File: src/mcms_pkg.sv
package mcms_pkg;

	// measurement functions, in the host's selection order
	typedef enum logic [3:0] {
		FN_DCV,
		FN_RATIO,
		FN_ACV,
		FN_DCI,
		FN_ACI,
		FN_OHM2,
		FN_OHM4,
		FN_FREQ,
		FN_PER,
		FN_CONT,
		FN_DIODE
	} mcms_func_e;

	// math operations
	typedef enum logic [2:0] {
		OP_NULL,
		OP_DB,
		OP_POWER_DECIBEL,
		OP_MIN_MAX,
		OP_LIMIT_TEST
	} mcms_op_e;

	// register byte offsets
	localparam logic [5:0] REG_FUNC = 6'h00;
	localparam logic [5:0] REG_CONF = 6'h04;
	localparam logic [5:0] REG_RANGE = 6'h08;
	localparam logic [5:0] REG_AUTORANGE = 6'h0C;
	localparam logic [5:0] REG_RES = 6'h10;
	localparam logic [5:0] REG_INTEG = 6'h14;
	localparam logic [5:0] REG_GATE_FREQ = 6'h18;
	localparam logic [5:0] REG_GATE_PER = 6'h1C;
	localparam logic [5:0] REG_AC_FILTER = 6'h20;
	localparam logic [5:0] REG_ZERO = 6'h24;
	localparam logic [5:0] REG_INPUT_R = 6'h28;
	localparam logic [5:0] REG_MATH_FUNC = 6'h2C;
	localparam logic [5:0] REG_MATH_STATE = 6'h30;
	localparam logic [5:0] REG_STATUS = 6'h34;
	localparam logic [5:0] REG_RESET = 6'h38;

	// status field positions
	localparam int ERR_CONFLICT = 0;
	localparam int ERR_REJECT = 1;
	localparam int ERR_BAD = 2;
	localparam int ST_ZERO_RPT = 8;
	localparam int ST_HIGHZ = 9;
	localparam int ST_TEST_CUR = 10;

	// range indices
	localparam logic [2:0] RMAX_VOLT = 3'h4;
	localparam logic [2:0] RMAX_CURR = 3'h3;
	localparam logic [2:0] RMAX_OHM = 3'h6;
	localparam logic [2:0] RANGE_1K = 3'h1;
	localparam logic [2:0] RANGE_1V = 3'h1;
	localparam logic [2:0] RANGE_HIGHZ_TOP = 3'h2;
	localparam logic [7:0] RANGE_MAX_CODE = 8'hFF;

	// autorange thresholds in percent of range
	localparam logic [7:0] AR_DOWN_PCT = 8'h0A;
	localparam logic [7:0] AR_UP_PCT = 8'h78;

	// resolution values, in measurement units
	localparam logic [31:0] RES_DEFAULT = 32'h0000_0064;
	localparam logic [31:0] RES_FINEST = 32'h0000_0001;
	localparam logic [31:0] RES_COARSEST = 32'h0000_2710;
	localparam logic [31:0] RES_MIN_CODE = 32'h0000_0000;
	localparam logic [31:0] RES_MAX_CODE = 32'hFFFF_FFFF;
	localparam logic [31:0] RES_3HZ_GATE0 = 32'h0000_03E8;
	localparam logic [31:0] RES_3HZ_GATE1 = 32'h0000_0064;
	localparam logic [31:0] RES_3HZ_GATE2 = 32'h0000_000A;

	// integration codes: 0.02, 0.2, 1, 10, 100 line cycles
	localparam logic [2:0] INTEG_MAX = 3'h4;
	localparam logic [2:0] INTEG_DEFAULT = 3'h3;

	// gate codes: 10 ms, 100 ms, 1 s
	localparam logic [1:0] GATE_MAX = 2'h2;
	localparam logic [1:0] GATE_DEFAULT = 2'h1;

	// ac filter codes and their lowest input frequency in Hz
	localparam logic [1:0] ACF_SLOW = 2'h0;
	localparam logic [1:0] ACF_MED = 2'h1;
	localparam logic [1:0] ACF_FAST = 2'h2;
	localparam logic [31:0] ACF_SLOW_HZ = 32'h0000_0003;
	localparam logic [31:0] ACF_MED_HZ = 32'h0000_0014;
	localparam logic [31:0] ACF_FAST_HZ = 32'h0000_00C8;

	// autozero write codes
	localparam logic [1:0] AZ_OFF = 2'h0;
	localparam logic [1:0] AZ_ON = 2'h1;
	localparam logic [1:0] AZ_ONE_SHOT = 2'h2;

	function automatic logic [2:0] mcms_range_max(input mcms_func_e f);
		case (f)
			FN_DCI, FN_ACI: return RMAX_CURR;
			FN_OHM2, FN_OHM4: return RMAX_OHM;
			FN_CONT, FN_DIODE: return 3'h0;
			default: return RMAX_VOLT;
		endcase
	endfunction : mcms_range_max

endpackage : mcms_pkg

File: src/mcms_math_check.sv
`timescale 1ns/100ps
module mcms_math_check
	import mcms_pkg::*;
(
	// pairing under test
	input mcms_func_e func_in,
	input mcms_op_e op_in,
	// verdict
	output logic allowed_out
);

	always_comb begin
		allowed_out = 1'b0;
		case (op_in)
			OP_NULL: allowed_out = !(func_in inside {FN_CONT, FN_DIODE,
				FN_RATIO}); // [RQ17]
			OP_MIN_MAX, OP_LIMIT_TEST: allowed_out =
				!(func_in inside {FN_CONT, FN_DIODE}); // [RQ17]
			OP_DB, OP_POWER_DECIBEL: allowed_out =
				(func_in inside {FN_DCV, FN_ACV}); // [RQ17]
			default: allowed_out = 1'b0;
		endcase
	end

endmodule : mcms_math_check

File: src/mcms_autorange.sv
`timescale 1ns/100ps
module mcms_autorange
	import mcms_pkg::*;
#(
	parameter int PCT_W = 8
)
(
	// clock and reset
	input wire logic clk_in,
	input wire logic rst_b_in,
	// reading and range
	input wire logic enable_in,
	input wire logic valid_in,
	input wire logic [PCT_W-1:0] pct_in,
	input wire logic [2:0] range_in,
	input wire logic [2:0] range_max_in,
	// one-cycle step requests
	output logic step_up_out,
	output logic step_down_out
);

	typedef struct packed {
		logic up;
		logic down;
	} mcms_ar_s;

	mcms_ar_s r;
	mcms_ar_s next_r;

	always_comb begin
		next_r.up = enable_in & valid_in & (pct_in > PCT_W'(AR_UP_PCT))
			& (range_in < range_max_in); // [RQ7]
		next_r.down = enable_in & valid_in
			& (pct_in < PCT_W'(AR_DOWN_PCT))
			& (range_in != 3'h0); // [RQ7]
	end

	always_ff @(posedge clk_in or negedge rst_b_in) begin
		if (!rst_b_in) begin
			r <= '0;
		end else begin
			r <= next_r;
		end
	end

	assign step_up_out = r.up;
	assign step_down_out = r.down;

endmodule : mcms_autorange

File: src/mcms_config.sv
// Design decisions made here: the Avalon-MM slave port and the placing of the registers.
`timescale 1ns/100ps
// Function
// RQ1 - configure presets the function and leaves the trigger system idle
// RQ2 - frequency and period use one range; no input reports zero
// RQ3 - continuity forces 1 kohm range, 5.5 digits, ignores range/res writes
// RQ4 - diode forces 1 V range, 1 mA source, 5.5 digits
// RQ5 - host names function; device takes eleven codes and reports it
// RQ6 - range acts on present function; min lowest, max highest
// RQ7 - autorange steps down below 10% and up above 120%; reads 0/1
// RQ8 - resolution in units; rejected in frequency, period and ratio
// RQ9 - resolution read in frequency or period assumes a 3 Hz input
// RQ10 - integration 0.02 to 100 cycles, default 10, dc functions only
// RQ11 - gate times 10 ms, 100 ms default, 1 s for frequency and period
// RQ12 - ac filter from 3, 20 or 200 Hz; medium by default
// RQ13 - autozero off zeroes only at next wait-for-trigger entry; on default; the code zeroes at every wait-for-trigger entry while off
// RQ14 - one-shot zeroes at one_shot_zero then acts as off; reads 0 or 1
// RQ15 - auto input resistance high on 100 mV to 10 V; off by default
// RQ16 - one math op at a time; off on disable, function change, reset
// RQ17 - allowed math operations depend on the measurement function
// RQ18 - selecting a disallowed math operation turns math off
// RQ19 - valid operation replaced by invalid raises settings conflict
// RQ20 - host enables math before writing its reference registers
// RQ21 - math selector defaults to null and reads one of five ops
// RQ22 - math enable switches the operation; reads 0 or 1
// RQ23 - power-up or remote reset restores every default
module mcms_config
	import mcms_pkg::*;
#(
	parameter int PCT_W = 8
)
(
	// clock and reset
	input wire logic CLOCK_IN,
	input wire logic RST_B_IN,
	// avalon-mm slave
	input wire logic [5:0] AVS_ADDRESS_IN,
	input wire logic AVS_READ_IN,
	input wire logic AVS_WRITE_IN,
	input wire logic [31:0] AVS_WRITEDATA_IN,
	input wire logic [3:0] AVS_BYTEENABLE_IN,
	output logic [31:0] AVS_READDATA_OUT,
	output logic AVS_WAITREQUEST_OUT,
	// measurement feedback
	input wire logic READING_VALID_IN,
	input wire logic [PCT_W-1:0] READING_PCT_IN,
	input wire logic WAIT_TRIG_ENTRY_IN,
	input wire logic SIGNAL_PRESENT_IN,
	// configuration to the front end
	output logic [3:0] FUNC_OUT,
	output logic [2:0] RANGE_OUT,
	output logic AUTORANGE_OUT,
	output logic [31:0] RES_OUT,
	output logic [2:0] INTEG_OUT,
	output logic [1:0] GATE_FREQ_OUT,
	output logic [1:0] GATE_PER_OUT,
	output logic [1:0] AC_FILTER_OUT,
	output logic AUTOZERO_OUT,
	output logic ZERO_REQ_OUT,
	output logic INPUT_HIGHZ_OUT,
	output logic TEST_CURRENT_OUT,
	output logic REPORT_ZERO_OUT,
	output logic TRIG_IDLE_OUT,
	// math selection
	output logic [2:0] MATH_OP_OUT,
	output logic MATH_ON_OUT
);

	typedef struct packed {
		logic ack;
		logic [31:0] rdata;
		mcms_func_e func;
		logic [2:0] range;
		logic autorange;
		logic [31:0] res;
		logic [2:0] integ;
		logic [1:0] gate_freq;
		logic [1:0] gate_per;
		logic [1:0] ac_filter;
		logic autozero;
		logic zero_req;
		logic auto_input_r;
		mcms_op_e op;
		logic math_on;
		logic [2:0] err;
		logic trig_idle;
		logic sig_s1;
		logic sig_s2;
		logic [2:0] o_range;
		logic o_autorange;
		logic o_highz;
		logic o_test_cur;
		logic o_zero_rpt;
	} mcms_state_s;

	mcms_state_s r;
	mcms_state_s next_r;

	logic req;
	logic wr_take;
	logic full_word;
	logic [31:0] wd;
	logic fixed;
	logic [2:0] rmax;
	logic new_ok;
	logic cur_ok;
	logic step_up;
	logic step_down;

	assign req = AVS_READ_IN | AVS_WRITE_IN;
	assign wr_take = AVS_WRITE_IN & r.ack;
	assign full_word = (AVS_BYTEENABLE_IN == 4'hF);
	assign wd = AVS_WRITEDATA_IN;
	assign fixed = (r.func == FN_CONT) || (r.func == FN_DIODE);
	assign rmax = mcms_range_max(r.func);

	mcms_math_check u_check_new (
		.func_in(r.func),
		.op_in(mcms_op_e'(wd[2:0])),
		.allowed_out(new_ok)
	);

	mcms_math_check u_check_cur (
		.func_in(r.func),
		.op_in(r.op),
		.allowed_out(cur_ok)
	);

	mcms_autorange #(
		.PCT_W(PCT_W)
	) u_autorange (
		.clk_in(CLOCK_IN),
		.rst_b_in(RST_B_IN),
		.enable_in(r.autorange & ~fixed),
		.valid_in(READING_VALID_IN),
		.pct_in(READING_PCT_IN),
		.range_in(r.range),
		.range_max_in(rmax),
		.step_up_out(step_up),
		.step_down_out(step_down)
	);

	// every volatile setting at its default
	function automatic mcms_state_s cfg_default(input mcms_state_s s);
		mcms_state_s d;
		d = s;
		d.func = FN_DCV;
		d.range = RMAX_VOLT;
		d.autorange = 1'b1;
		d.res = RES_DEFAULT;
		d.integ = INTEG_DEFAULT;
		d.gate_freq = GATE_DEFAULT;
		d.gate_per = GATE_DEFAULT;
		d.ac_filter = ACF_MED;
		d.autozero = 1'b1;
		d.zero_req = 1'b0;
		d.auto_input_r = 1'b0;
		d.op = OP_NULL;
		d.math_on = 1'b0;
		d.err = 3'h0;
		d.trig_idle = 1'b1;
		return d;
	endfunction : cfg_default

	// preset for a newly chosen function, no measurement started
	function automatic mcms_state_s cfg_preset(input mcms_state_s s,
		input mcms_func_e f);
		mcms_state_s d;
		d = s;
		d.func = f;
		d.range = mcms_range_max(f);
		d.autorange = 1'b1;
		d.res = RES_DEFAULT;
		d.integ = INTEG_DEFAULT;
		d.math_on = 1'b0;
		d.trig_idle = 1'b1;
		return d;
	endfunction : cfg_preset

	always_comb begin
		logic [31:0] rd;
		rd = 32'h0;
		next_r = r;
		next_r.zero_req = 1'b0;
		next_r.sig_s1 = SIGNAL_PRESENT_IN;
		next_r.sig_s2 = r.sig_s1;
		next_r.ack = req & ~r.ack;

		// read mux
		case (AVS_ADDRESS_IN)
			REG_FUNC, REG_CONF: rd = {28'h0, r.func}; // [RQ5]
			REG_RANGE: rd = {29'h0, r.o_range};
			REG_AUTORANGE: rd = {31'h0, r.o_autorange}; // [RQ7]
			REG_RES: begin
				if (r.func == FN_FREQ || r.func == FN_PER) begin
					case (r.func == FN_FREQ ? r.gate_freq : r.gate_per)
						2'h0: rd = RES_3HZ_GATE0; // [RQ9]
						2'h1: rd = RES_3HZ_GATE1; // [RQ9]
						default: rd = RES_3HZ_GATE2; // [RQ9]
					endcase
				end else begin
					rd = r.res;
				end
			end
			REG_INTEG: rd = {29'h0, r.integ};
			REG_GATE_FREQ: rd = {30'h0, r.gate_freq};
			REG_GATE_PER: rd = {30'h0, r.gate_per};
			REG_AC_FILTER: begin
				case (r.ac_filter)
					ACF_SLOW: rd = ACF_SLOW_HZ; // [RQ12]
					ACF_FAST: rd = ACF_FAST_HZ; // [RQ12]
					default: rd = ACF_MED_HZ; // [RQ12]
				endcase
			end
			REG_ZERO: rd = {31'h0, r.autozero}; // [RQ14]
			REG_INPUT_R: rd = {31'h0, r.auto_input_r}; // [RQ15]
			REG_MATH_FUNC: rd = {29'h0, r.op}; // [RQ21]
			REG_MATH_STATE: rd = {31'h0, r.math_on}; // [RQ22]
			REG_STATUS: begin
				rd[2:0] = r.err;
				rd[ST_ZERO_RPT] = r.o_zero_rpt;
				rd[ST_HIGHZ] = r.o_highz;
				rd[ST_TEST_CUR] = r.o_test_cur;
			end
			default: rd = 32'h0;
		endcase
		if (req & ~r.ack & AVS_READ_IN) begin
			next_r.rdata = rd;
		end

		// range stepping from the reading level
		if (step_up) begin
			next_r.range = r.range + 3'h1; // [RQ7]
		end else if (step_down) begin
			next_r.range = r.range - 3'h1; // [RQ7]
		end

		// zero measurement at wait-for-trigger entry while off
		if (!r.autozero && WAIT_TRIG_ENTRY_IN) begin
			next_r.zero_req = 1'b1; // [RQ13]
		end
		if (WAIT_TRIG_ENTRY_IN) begin
			next_r.trig_idle = 1'b0;
		end

		if (wr_take && !full_word) begin
			next_r.err[ERR_BAD] = 1'b1;
		end else if (wr_take) begin
			case (AVS_ADDRESS_IN)
				REG_FUNC, REG_CONF: begin
					if (wd[3:0] > FN_DIODE) begin
						next_r.err[ERR_BAD] = 1'b1;
					end else if (AVS_ADDRESS_IN == REG_CONF) begin
						next_r = cfg_preset(next_r,
							mcms_func_e'(wd[3:0])); // [RQ1] [RQ5] [RQ16]
					end else begin
						next_r.func = mcms_func_e'(wd[3:0]); // [RQ5]
						next_r.range = mcms_range_max(
							mcms_func_e'(wd[3:0]));
						next_r.math_on = 1'b0; // [RQ16]
					end
				end
				REG_RANGE: begin
					if (fixed) begin
						next_r.range = r.range; // [RQ3]
					end else if (wd[7:0] == RANGE_MAX_CODE) begin
						next_r.range = rmax; // [RQ6]
					end else if (wd[31:3] != 29'h0 || wd[2:0] > rmax) begin
						next_r.err[ERR_BAD] = 1'b1;
					end else begin
						next_r.range = wd[2:0]; // [RQ6] [RQ2]
					end
				end
				REG_AUTORANGE: next_r.autorange = wd[0]; // [RQ7]
				REG_RES: begin
					if (r.func inside {FN_FREQ, FN_PER, FN_RATIO}) begin
						next_r.err[ERR_REJECT] = 1'b1; // [RQ8]
					end else if (fixed) begin
						next_r.res = r.res; // [RQ3]
					end else if (wd == RES_MIN_CODE) begin
						next_r.res = RES_FINEST; // [RQ8]
					end else if (wd == RES_MAX_CODE) begin
						next_r.res = RES_COARSEST; // [RQ8]
					end else begin
						next_r.res = wd; // [RQ8]
					end
				end
				REG_INTEG: begin
					if (!(r.func inside {FN_DCV, FN_RATIO, FN_DCI,
						FN_OHM2, FN_OHM4})) begin
						next_r.err[ERR_REJECT] = 1'b1; // [RQ10]
					end else if (wd > {29'h0, INTEG_MAX}) begin
						next_r.err[ERR_BAD] = 1'b1;
					end else begin
						next_r.integ = wd[2:0]; // [RQ10]
					end
				end
				REG_GATE_FREQ, REG_GATE_PER: begin
					if (wd > {30'h0, GATE_MAX}) begin
						next_r.err[ERR_BAD] = 1'b1;
					end else if (AVS_ADDRESS_IN == REG_GATE_FREQ) begin
						next_r.gate_freq = wd[1:0]; // [RQ11]
					end else begin
						next_r.gate_per = wd[1:0]; // [RQ11]
					end
				end
				REG_AC_FILTER: begin
					if (wd == ACF_SLOW_HZ) begin
						next_r.ac_filter = ACF_SLOW; // [RQ12]
					end else if (wd == ACF_MED_HZ) begin
						next_r.ac_filter = ACF_MED; // [RQ12]
					end else if (wd == ACF_FAST_HZ) begin
						next_r.ac_filter = ACF_FAST; // [RQ12]
					end else begin
						next_r.err[ERR_BAD] = 1'b1;
					end
				end
				REG_ZERO: begin
					case (wd[1:0])
						AZ_OFF: next_r.autozero = 1'b0; // [RQ13]
						AZ_ON: next_r.autozero = 1'b1;
						AZ_ONE_SHOT: begin
							next_r.autozero = 1'b0; // [RQ14]
							next_r.zero_req = 1'b1; // [RQ14]
						end
						default: next_r.err[ERR_BAD] = 1'b1;
					endcase
				end
				REG_INPUT_R: next_r.auto_input_r = wd[0]; // [RQ15]
				REG_MATH_FUNC: begin
					if (wd[2:0] > OP_LIMIT_TEST || wd[31:3] != 29'h0) begin
						next_r.err[ERR_BAD] = 1'b1;
					end else begin
						next_r.op = mcms_op_e'(wd[2:0]); // [RQ16]
						if (!new_ok) begin
							if (r.math_on && cur_ok) begin
								next_r.err[ERR_CONFLICT] = 1'b1; // [RQ19]
							end
							next_r.math_on = 1'b0; // [RQ18]
						end
					end
				end
				REG_MATH_STATE: next_r.math_on = wd[0] & cur_ok; // [RQ22]
				REG_STATUS: next_r.err = r.err & ~wd[2:0];
				REG_RESET: begin
					if (wd[0]) begin
						next_r = cfg_default(next_r); // [RQ23]
					end
				end
				default: next_r.err = r.err;
			endcase
		end

		// forced settings and derived outputs
		if (next_r.func == FN_CONT) begin
			next_r.o_range = RANGE_1K; // [RQ3]
			next_r.res = RES_DEFAULT; // [RQ3]
		end else if (next_r.func == FN_DIODE) begin
			next_r.o_range = RANGE_1V; // [RQ4]
			next_r.res = RES_DEFAULT; // [RQ4]
		end else begin
			next_r.o_range = next_r.range;
		end
		next_r.o_autorange = next_r.autorange
			& !(next_r.func inside {FN_CONT, FN_DIODE});
		next_r.o_test_cur = (next_r.func == FN_DIODE); // [RQ4]
		next_r.o_highz = next_r.auto_input_r
			&& (next_r.func == FN_DCV)
			&& (next_r.range <= RANGE_HIGHZ_TOP); // [RQ15]
		next_r.o_zero_rpt = (next_r.func inside {FN_FREQ, FN_PER})
			& ~r.sig_s2; // [RQ2]
	end

	always_ff @(posedge CLOCK_IN or negedge RST_B_IN) begin
		if (!RST_B_IN) begin
			r <= '0;
			r.range <= RMAX_VOLT; // [RQ23]
			r.o_range <= RMAX_VOLT;
			r.autorange <= 1'b1;
			r.o_autorange <= 1'b1;
			r.res <= RES_DEFAULT;
			r.integ <= INTEG_DEFAULT;
			r.gate_freq <= GATE_DEFAULT;
			r.gate_per <= GATE_DEFAULT;
			r.ac_filter <= ACF_MED;
			r.autozero <= 1'b1;
			r.trig_idle <= 1'b1;
		end else begin
			r <= next_r;
		end
	end

	assign AVS_WAITREQUEST_OUT = req & ~r.ack;
	assign AVS_READDATA_OUT = r.rdata;
	assign FUNC_OUT = r.func;
	assign RANGE_OUT = r.o_range;
	assign AUTORANGE_OUT = r.o_autorange;
	assign RES_OUT = r.res;
	assign INTEG_OUT = r.integ;
	assign GATE_FREQ_OUT = r.gate_freq;
	assign GATE_PER_OUT = r.gate_per;
	assign AC_FILTER_OUT = r.ac_filter;
	assign AUTOZERO_OUT = r.autozero;
	assign ZERO_REQ_OUT = r.zero_req;
	assign INPUT_HIGHZ_OUT = r.o_highz;
	assign TEST_CURRENT_OUT = r.o_test_cur;
	assign REPORT_ZERO_OUT = r.o_zero_rpt;
	assign TRIG_IDLE_OUT = r.trig_idle;
	assign MATH_OP_OUT = r.op;
	assign MATH_ON_OUT = r.math_on;

endmodule : mcms_config

File: config.mk
export PLATFORM = sky130hd
export DESIGN_NAME = mcms_config
export DESIGN_NICKNAME = d
export VERILOG_FILES = /design/src/mcms_pkg.sv /design/src/mcms_math_check.sv /design/src/mcms_autorange.sv /design/src/mcms_config.sv
export SDC_FILE = /design/constraint.sdc
export NUM_CORES = 1
export LEC_CHECK = 0
export CAP_MARGIN = 0
export CORE_ASPECT_RATIO = 0.5
export CORE_MARGIN = 5
export CORE_UTILIZATION = 35
export DETAILED_ROUTE_END_ITERATION = 8
export DONT_BUFFER_PORTS = 1
export HOLD_SLACK_MARGIN = 0.03
export SETUP_SLACK_MARGIN = 0.5
export SLEW_MARGIN = 20
export SYNTH_ARGS = -nofsm -noshare
export SYNTH_HDL_FRONTEND = slang
export SYNTH_SLANG_ARGS = --single-unit
export TNS_END_PERCENT = 1
File: constraint.sdc
create_clock -name CLOCK_IN -period 3.3 [get_ports CLOCK_IN]
set_input_delay 0.495 -clock CLOCK_IN [delete_from_list [all_inputs] [get_ports CLOCK_IN]]
set_output_delay 0.495 -clock CLOCK_IN [all_outputs]
set_load 0.005 [all_outputs]
==> run_results.csv, run 1 <==
group,metric,value,unit
logic_synthesis,avgSynthCellArea,8.42,µm²
die,num_rows,36,
place,placed_cell_area,0.00668,mm²
global_routing,grt_max_degree,105,
status,outcome,"finished with violations",
place,port-buffer-count,0,
die,pin_count,149,
drt,drt-met1-wl,10.3,mm
logic_synthesis,async_reset_ff_share,100,%
clocking,cts_inserted_buffers,9,
die,die_h,110,µm
logic_synthesis,synth_cell_types,82,
timing,hold_viol_final,97,
clocking,clk_pin_slew,0.08,ns
pwr,intPower,1.96,mW
logic_synthesis,syn_inst,825,
drt,drc,0,
global_routing,grt_pass1_wl,36.3,mm
place,dpl_worst_slack,0.385,ns
place,place_congestion,0.969,
global_routing,grt_use_total,20.7,%
logic_synthesis,ys_seq_area_share,37.7,%
logic_synthesis,ys_warn_count,0,
layout,syn2layout_area_growth,2.95,%
drt,wl_per_cell,24.2,µm
timing,whs,-0.170,ns
setup_path,crit_fanout,4,
timing,drv_slew,0,
clocking,clock_sinks,104,
layout,layout-drive-gt1-share,14.8,%
logic_synthesis,ys.flop_type,"dfrtp_1",
setup_path,regToRegEndpoint,"INPUT_HIGHZ_OUT$_DFF_PN0_",
run,cap_violations,0,
setup_path,arrival,3.09,ns
logic_synthesis,ys_ff_latch,104,
drt,highest_layer,"met4",
logic_synthesis,synthesis.area,0.00695,mm²
logic_synthesis,synth_nets,888,
timing,final-setup-viol-count,0,
timing,tns,0,ns
setup_path,path_class,"flop to flop",
timing,finClkSkew,0.00930,ns
drt,ant_nets,0,
clocking,cts_root_buffer,"clkbuf_16",
pwr,vdd_drop_max,0.217,mV
pwr,switching_share,27.3,%
place,dp_hpwl,18.3,mm
timing,min_period,2.82,ns
drt,met3_length,2.91,mm
setup_path,worst_setup_path_start_kind,"flop",
timing,rsz0062_at_grt,"yes",
layout,design_area,0.00716,mm²
pwr,switchingPower,0.736,mW
setup_path,reg2reg_slack,0.48,ns
pwr,leakage,2.82,nW
layout,n_antenna_cell,0,
global_routing,grt_antenna_before_repair,0,
die,dieArea,0.0229,mm²
status,violations,"hold timing",
setup_path,worstPathRequired,3.57,ns
pwr,pwr-share-comb,9.5,%
drt,dr.pass1.iters,6,
drt,met2_length,11.0,mm
die,initial_core_util,35.6,%
drt,avgViaCountPerCell,6.01,
setup_path,crit_path_end_kind,"flop",
layout,layout.nets,807,
drt,drtIter0Drc,744,
layout,fillCellCount,1986,
pwr,clockPowerShare,40.8,%
setup_path,r2r-start,"FUNC_OUT[1]$_DFF_PN0_",
pwr,seq_power_share,49.7,%
min_path,hold_path.class,"input port to asynchronous set/reset pin",
clocking,h-tree-depth,3,
timing,maxSlewHeadroom,21.5,%
global_routing,overflow,0,
pwr,powerDensity,377,mW/mm²
timing,fmax,0.355,GHz
clocking,clk_latency,0.36,ns
drt,wirelength,24.6,mm
clocking,tritoncts,"yes",
timing,worstMarginPinSlew,1.17,ns
clocking,clock_path_buffers,2,
global_routing,grt_pass1_vias,5786,
logic_synthesis,synth-edff-count,0,
timing,timing.final.ws_setup,0.481,ns
drt,route.vias.total,6102,
die,die_x,209,µm
setup_path,reg2regPathDepth,12,
timing,finalCritPeriodShare,85.4,%
die,core_area,0.0195,mm²
==> metal layers <==
layer	global-route usage (%)	vias up
met5	0	-
met1	28.2	3021
met2	32.4	316
li1	-	2733
met3	6.90	32
met4	4.51	0
==> logic make-up (layout without fill, tap and decap cells) <==
group | count (synthesis) | after routing | share of synthesized area (%)
XOR/XNOR | 5 | 5 | 0.630
AO/OA/AOI/OAI | 234 | 234 | 23.7
AND/OR/NAND/NOR | 324 | 324 | 22.9
buffers and inverters | 143 | 67 | 12.7
adder cells (fa/ha/maj) | 8 | 8 | 1.37
multiplexers | 7 | 7 | 1.03
flip-flops | 104 | 104 | 37.7
==> synth_stat cells (all sizes together) (6+ instances only) <==
| cell | count | area [µm²] |
|---|---|---|
| nand3 | 28 | 140 |
| buf | 96 | 706 |
| ha | 6 | 75.1 |
| dfstp | 14 | 368 |
| a22o | 6 | 52.6 |
| o21ai | 68 | 340 |
| o211ai | 12 | 90.1 |
| mux2i | 6 | 60.1 |
| nor3 | 16 | 91.3 |
| nor2b | 10 | 62.6 |
| nand4 | 13 | 81.3 |
| clkbuf | 33 | 124 |
| nand2 | 120 | 453 |
| a211oi | 6 | 45.0 |
| dfrtp | 90 | 2250 |
| nand2b | 13 | 81.3 |
| o31ai | 10 | 75.1 |
| a21oi | 43 | 234 |
| or2 | 7 | 43.8 |
| a22oi | 25 | 238 |
| inv | 13 | 48.8 |
| nor4 | 11 | 68.8 |
| a21o | 6 | 45.0 |
| and2 | 7 | 43.8 |
| a211o | 6 | 52.6 |
| nor2 | 65 | 246 |
==> state kept, by name, indices dropped and copies added, names as in the netlist, 2 cells and up <==
signal / flops
RES_OUT: 32
FUNC_OUT: 4
r: 11
AC_FILTER_OUT: 2
GATE_PER_OUT: 2
INTEG_OUT: 3
RANGE_OUT: 3
AVS_READDATA_OUT: 32
MATH_OP_OUT: 3
GATE_FREQ_OUT: 2
==> worst max path at each step <==
stage | start | end | slack [ns] | depth (start not counted)
5_1_grt | FUNC_OUT[1]$_DFF_PN0_ | INPUT_HIGHZ_OUT$_DFF_PN0_ | 0.44 | 12
3_5_place_dp | FUNC_OUT[3]$_DFF_PN0_ | INPUT_HIGHZ_OUT$_DFF_PN0_ | 0.38 | 11
6_report | FUNC_OUT[1]$_DFF_PN0_ | INPUT_HIGHZ_OUT$_DFF_PN0_ | 0.48 | 12
4_1_cts | FUNC_OUT[3]$_DFF_PN0_ | INPUT_HIGHZ_OUT$_DFF_PN0_ | 0.50 | 11
2_1_floorplan | FUNC_OUT[2]$_DFF_PN0_ | INPUT_HIGHZ_OUT$_DFF_PN0_ | 0.50 | 12
3_3_place_gp | FUNC_OUT[3]$_DFF_PN0_ | INPUT_HIGHZ_OUT$_DFF_PN0_ | 0.42 | 11
==> final cells by class <==
class / instances / area (µm²) / area share (%)
Clock buffer: 10 / 239 / 3.34
Multi-Input combinational cell: 578 / 3510 / 49.0
Tap cell: 266 / 333 / 4.65
Inverter: 14 / 52.6 / 0.734
Sequential cell: 104 / 2620 / 36.6
Timing Repair Buffer: 37 / 344 / 4.81
Clock inverter: 6 / 58.8 / 0.822
==> power groups by stage <==
| stage | logic (mW) | clock network, mW | registers (mW) |
|---|---|---|---|
| final | 0.257 | 1.10 | 1.34 |
| after global routing | 0.282 | 1.18 | 1.34 |
| after CTS | 0.238 | 1.13 | 1.34 |
| after detailed placement | 0.232 | 0 | 1.36 |
| after global placement | 0.231 | 0 | 1.36 |
| after floorplan | 0.216 | 0 | 1.35 |
==> per-stage QoR <==
stage	utilization (%)	power, mW	cells
after floorplan	-	1.56	825
after global placement	34.3	1.60	990
after detailed placement	34.3	1.60	990
after CTS	35.9	2.71	1007
after global routing	36.7	2.80	1015
final	36.7	2.70	1015
==> cell usage in the layout (no fill, tap or decap), types with 12 or more instances in the layout <==
cell	Yosys	layout
dfrtp_1	90	88
nand2_1	119	118
nand4_1	13	13
nor3_1	15	15
dfstp_2	14	14
o211ai_1	12	12
a22oi_1	15	15
inv_1	13	12
nor2_1	64	63
buf_4	84	31
a21oi_1	40	39
nand3_1	28	27
o21ai_0	66	64
==> timing repair <==
action,in CTS,in global routing
cloned,0,2
resized for setup,6,14
setup buffers,1,6
endpoints found under the hold margin,104,104
pin swaps,0,5
setup endpoints to repair,4,4
==> critical path, cell delays in order, from the launching register on <==
cell and delay [ns]:
dfrtp_2 0.44, buf_6 0.12, or4b_4 0.46, o31a_1 0.14
inv_2 0.08, ha_4 0.11, nor2b_1 0.05, o21ai_2 0.19
nand3_1 0.13, o21a_1 0.17, or3_1 0.40, a31o_4 0.25
a211oi_2 0.19
Note: power is estimated with default switching activity, not from simulation.
==> run 2: changes to the inputs <==
--- a/config.mk
+++ b/config.mk
@@ -11,6 +11,7 @@
 export CORE_UTILIZATION = 35
 export DETAILED_ROUTE_END_ITERATION = 8
 export DONT_BUFFER_PORTS = 1
+export GPL_TIMING_DRIVEN = 0
 export HOLD_SLACK_MARGIN = 0.03
 export SETUP_SLACK_MARGIN = 0.5
 export SLEW_MARGIN = 20
==> constraint.sdc (replaced) <==
create_clock -name CLOCK_IN -period 2.4 [get_ports CLOCK_IN]
set_input_delay 0.36 -clock CLOCK_IN [delete_from_list [all_inputs] [get_ports CLOCK_IN]]
set_output_delay 0.36 -clock CLOCK_IN [all_outputs]
set_load 0.05 [all_outputs]
==> run_results.csv, run 2 (synthesis results as in run 1) <==
group,metric,value,unit
status,outcome,"finished with violations",
status,violations,"hold timing, setup timing",
setup_path,critical-path-max-stage-delay,0.44,ns
global_routing,overflow,0,
timing,finalCritPeriodShare,117,%
timing,fmax,0.355,GHz
pwr,vdd_drop_max,0.332,mV
clocking,h-tree-depth,3,
die,initial_core_util,35.6,%
global_routing,grtUsageMet1,30.1,%
clocking,clk_latency,0.37,ns
pwr,leakage,3.37,nW
die,pin_count,149,
pwr,seq_power_share,47.6,%
clocking,cts_root_buffer,"clkbuf_16",
setup_path,reg2reg_slack,-0.42,ns
global_routing,use_met3,8.30,%
timing,rsz0062_at_grt,"yes",
place,dp_cells,1091,
global_routing,grt_pass1_vias,6364,
drt,route.vias.total,6530,
run,cap_violations,0,
timing,tns,-4.78,ns
timing,whs,-0.309,ns
timing,timing.final.ws_setup,-0.416,ns
setup_path,path_cells,"clkbuf_8 -> nand2_4 -> xnor2_4 -> nand2b_1 -> ha_1 -> nor2b_1 -> o21ai_1 -> a21oi_1 -> o21a_1 -> or3_4 -> a31o_4 -> a211oi_4",
place,port-buffer-count,0,
timing,worstMarginPinSlew,0.933,ns
pwr,intPower,2.74,mW
clocking,clk_pin_slew,0.07,ns
setup_path,crit_fanout,4,
drt,wl_per_cell,23.2,µm
pwr,switchingPower,1.14,mW
timing,maxSlewHeadroom,37.6,%
timing,finClkSkew,0.0138,ns
setup_path,worst_setup_path_start_kind,"flop",
clocking,tritoncts,"yes",
die,core_area,0.0195,mm²
setup_path,path_class,"flop to flop",
global_routing,use_met2,34.2,%
drt,wirelength,26.0,mm
drt,ant_nets,0,
die,die_h,110,µm
global_routing,grt_antenna_before_repair,0,
setup_path,crit_path_end_kind,"flop",
global_routing,grt_max_degree,105,
die,num_rows,36,
pwr,powerDensity,483,mW/mm²
layout,fillCellCount,1966,
layout,layout.cells.non_filler,1123,
pwr,pwr-share-comb,13.4,%
pwr,clockPowerShare,39.0,%
layout,final_cell_mix,"117 x nand2_1, 99 x buf_4, 87 x dfrtp_1, 62 x o21ai_0, 60 x nor2_1",
layout,layout-drive-gt1-share,25.2,%
place,dp_hpwl,19.6,mm
clocking,cts_inserted_buffers,9,
timing,hold_viol_final,104,
timing,min_period,2.82,ns
drt,drc,0,
place,place_congestion,0.946,
global_routing,grt_use_total,22.5,%
layout,syn2layout_area_growth,15.5,%
timing,final-setup-viol-count,33,
layout,layout.nets,915,
setup_path,arrival,3.08,ns
drt,dr.pass1.iters,7,
setup_path,worstPathRequired,2.66,ns
setup_path,slowest_stage,"dfrtp_2",
die,die_x,209,µm
timing,drv_slew,0,
clocking,clock_sinks,104,
layout,layout_commonest_cell,"nand2_1",
layout,n_antenna_cell,0,
global_routing,busiest_layer,"met2",
place,dpl_worst_slack,-0.799,ns
die,dieArea,0.0229,mm²
pwr,switching_share,29.3,%
clocking,clock_path_buffers,2,
drt,avgViaCountPerCell,5.81,
clocking,hold_buffers,1,
min_path,hold_path.class,"input port to asynchronous set/reset pin",
global_routing,grt_pass1_wl,39.3,mm
drt,drtIter0Drc,642,
run 2: cell type report:
class                      instances  area (µm²)  share of cell area [%]
buffer                           129         921                    11.5
clock buffer                      12         256                    3.19
clock inverter                     4        33.8                   0.421
inverter                          14        53.8                   0.670
multi-input combinational        578        3690                    45.9
sequential                       104        2620                    32.7
tap                              266         333                    4.14
timing repair buffer              16         123                    1.53
run 2: stage by stage:
| step | cell area [µm²] | utilization, % | hold slack (ns) | power, mW |
|---|---|---|---|---|
| 6_report | 8030 | 41.2 | -0.309 | 3.88 |
| 5_1_grt | 8030 | 41.2 | -0.336 | 4.03 |
| 4_1_cts | 7910 | 40.6 | -0.332 | 3.91 |
| 3_5_place_dp | 7330 | 37.6 | 0.0682 | 2.36 |
| 3_3_place_gp | 7330 | 37.6 | 0.0681 | 2.36 |
| 2_1_floorplan | 6990 | - | 0.0644 | 2.23 |
run 2: worst paths after layout:
check / startpoint / to / depth (start not counted)
min reg2reg: r[8]$_DFF_PN0_ / r[7]$_DFF_PN0_ / 0
max in group asynchronous: RST_B_IN / RES_OUT[6]$_DFFE_PN1P_ / 0
min in group CLOCK_IN: WAIT_TRIG_ENTRY_IN / TRIG_IDLE_OUT$_DFF_PN1_ / 1
max reg2reg: FUNC_OUT[1]$_DFF_PN0_ / INPUT_HIGHZ_OUT$_DFF_PN0_ / 12
max: FUNC_OUT[1]$_DFF_PN0_ / INPUT_HIGHZ_OUT$_DFF_PN0_ / 12
min: RST_B_IN / r[62]$_DFF_PN0_ / 0
run 2: layer usage:
layer / part of all wire, % / up-vias
met5: 0 / -
met4: 2.3 / 0
met3: 11 / 48
met2: 44 / 323
met1: 43 / 3205
li1: - / 2954
run 2: power by group through the flow:
stage | clock network (mW) | logic, mW | registers (mW)
after floorplan | 0 | 0.374 | 1.86
after global placement | 0 | 0.478 | 1.88
after detailed placement | 0 | 0.480 | 1.88
after CTS | 1.55 | 0.509 | 1.85
after global routing | 1.62 | 0.561 | 1.85
final | 1.51 | 0.521 | 1.85
run 2: timing repair:
item | CTS | global route
buffers inserted | 15 | 0
pin swaps | 16 | 7
endpoints found under the hold margin | 105 | 104
gates resized for setup | 46 | 26
setup endpoints to repair | 95 | 95
run 2: worst max-delay path, delay by kind of cell, from the launching register on:
family	cells	cell delay [ns]
buffers and inverters	1	0.15
XOR/XNOR	1	0.12
AND/OR/NAND/NOR	4	0.73
AO/OA/AOI/OAI	5	0.94
flip-flops	1	0.44
adder cells (fa/ha/maj)	1	0.33
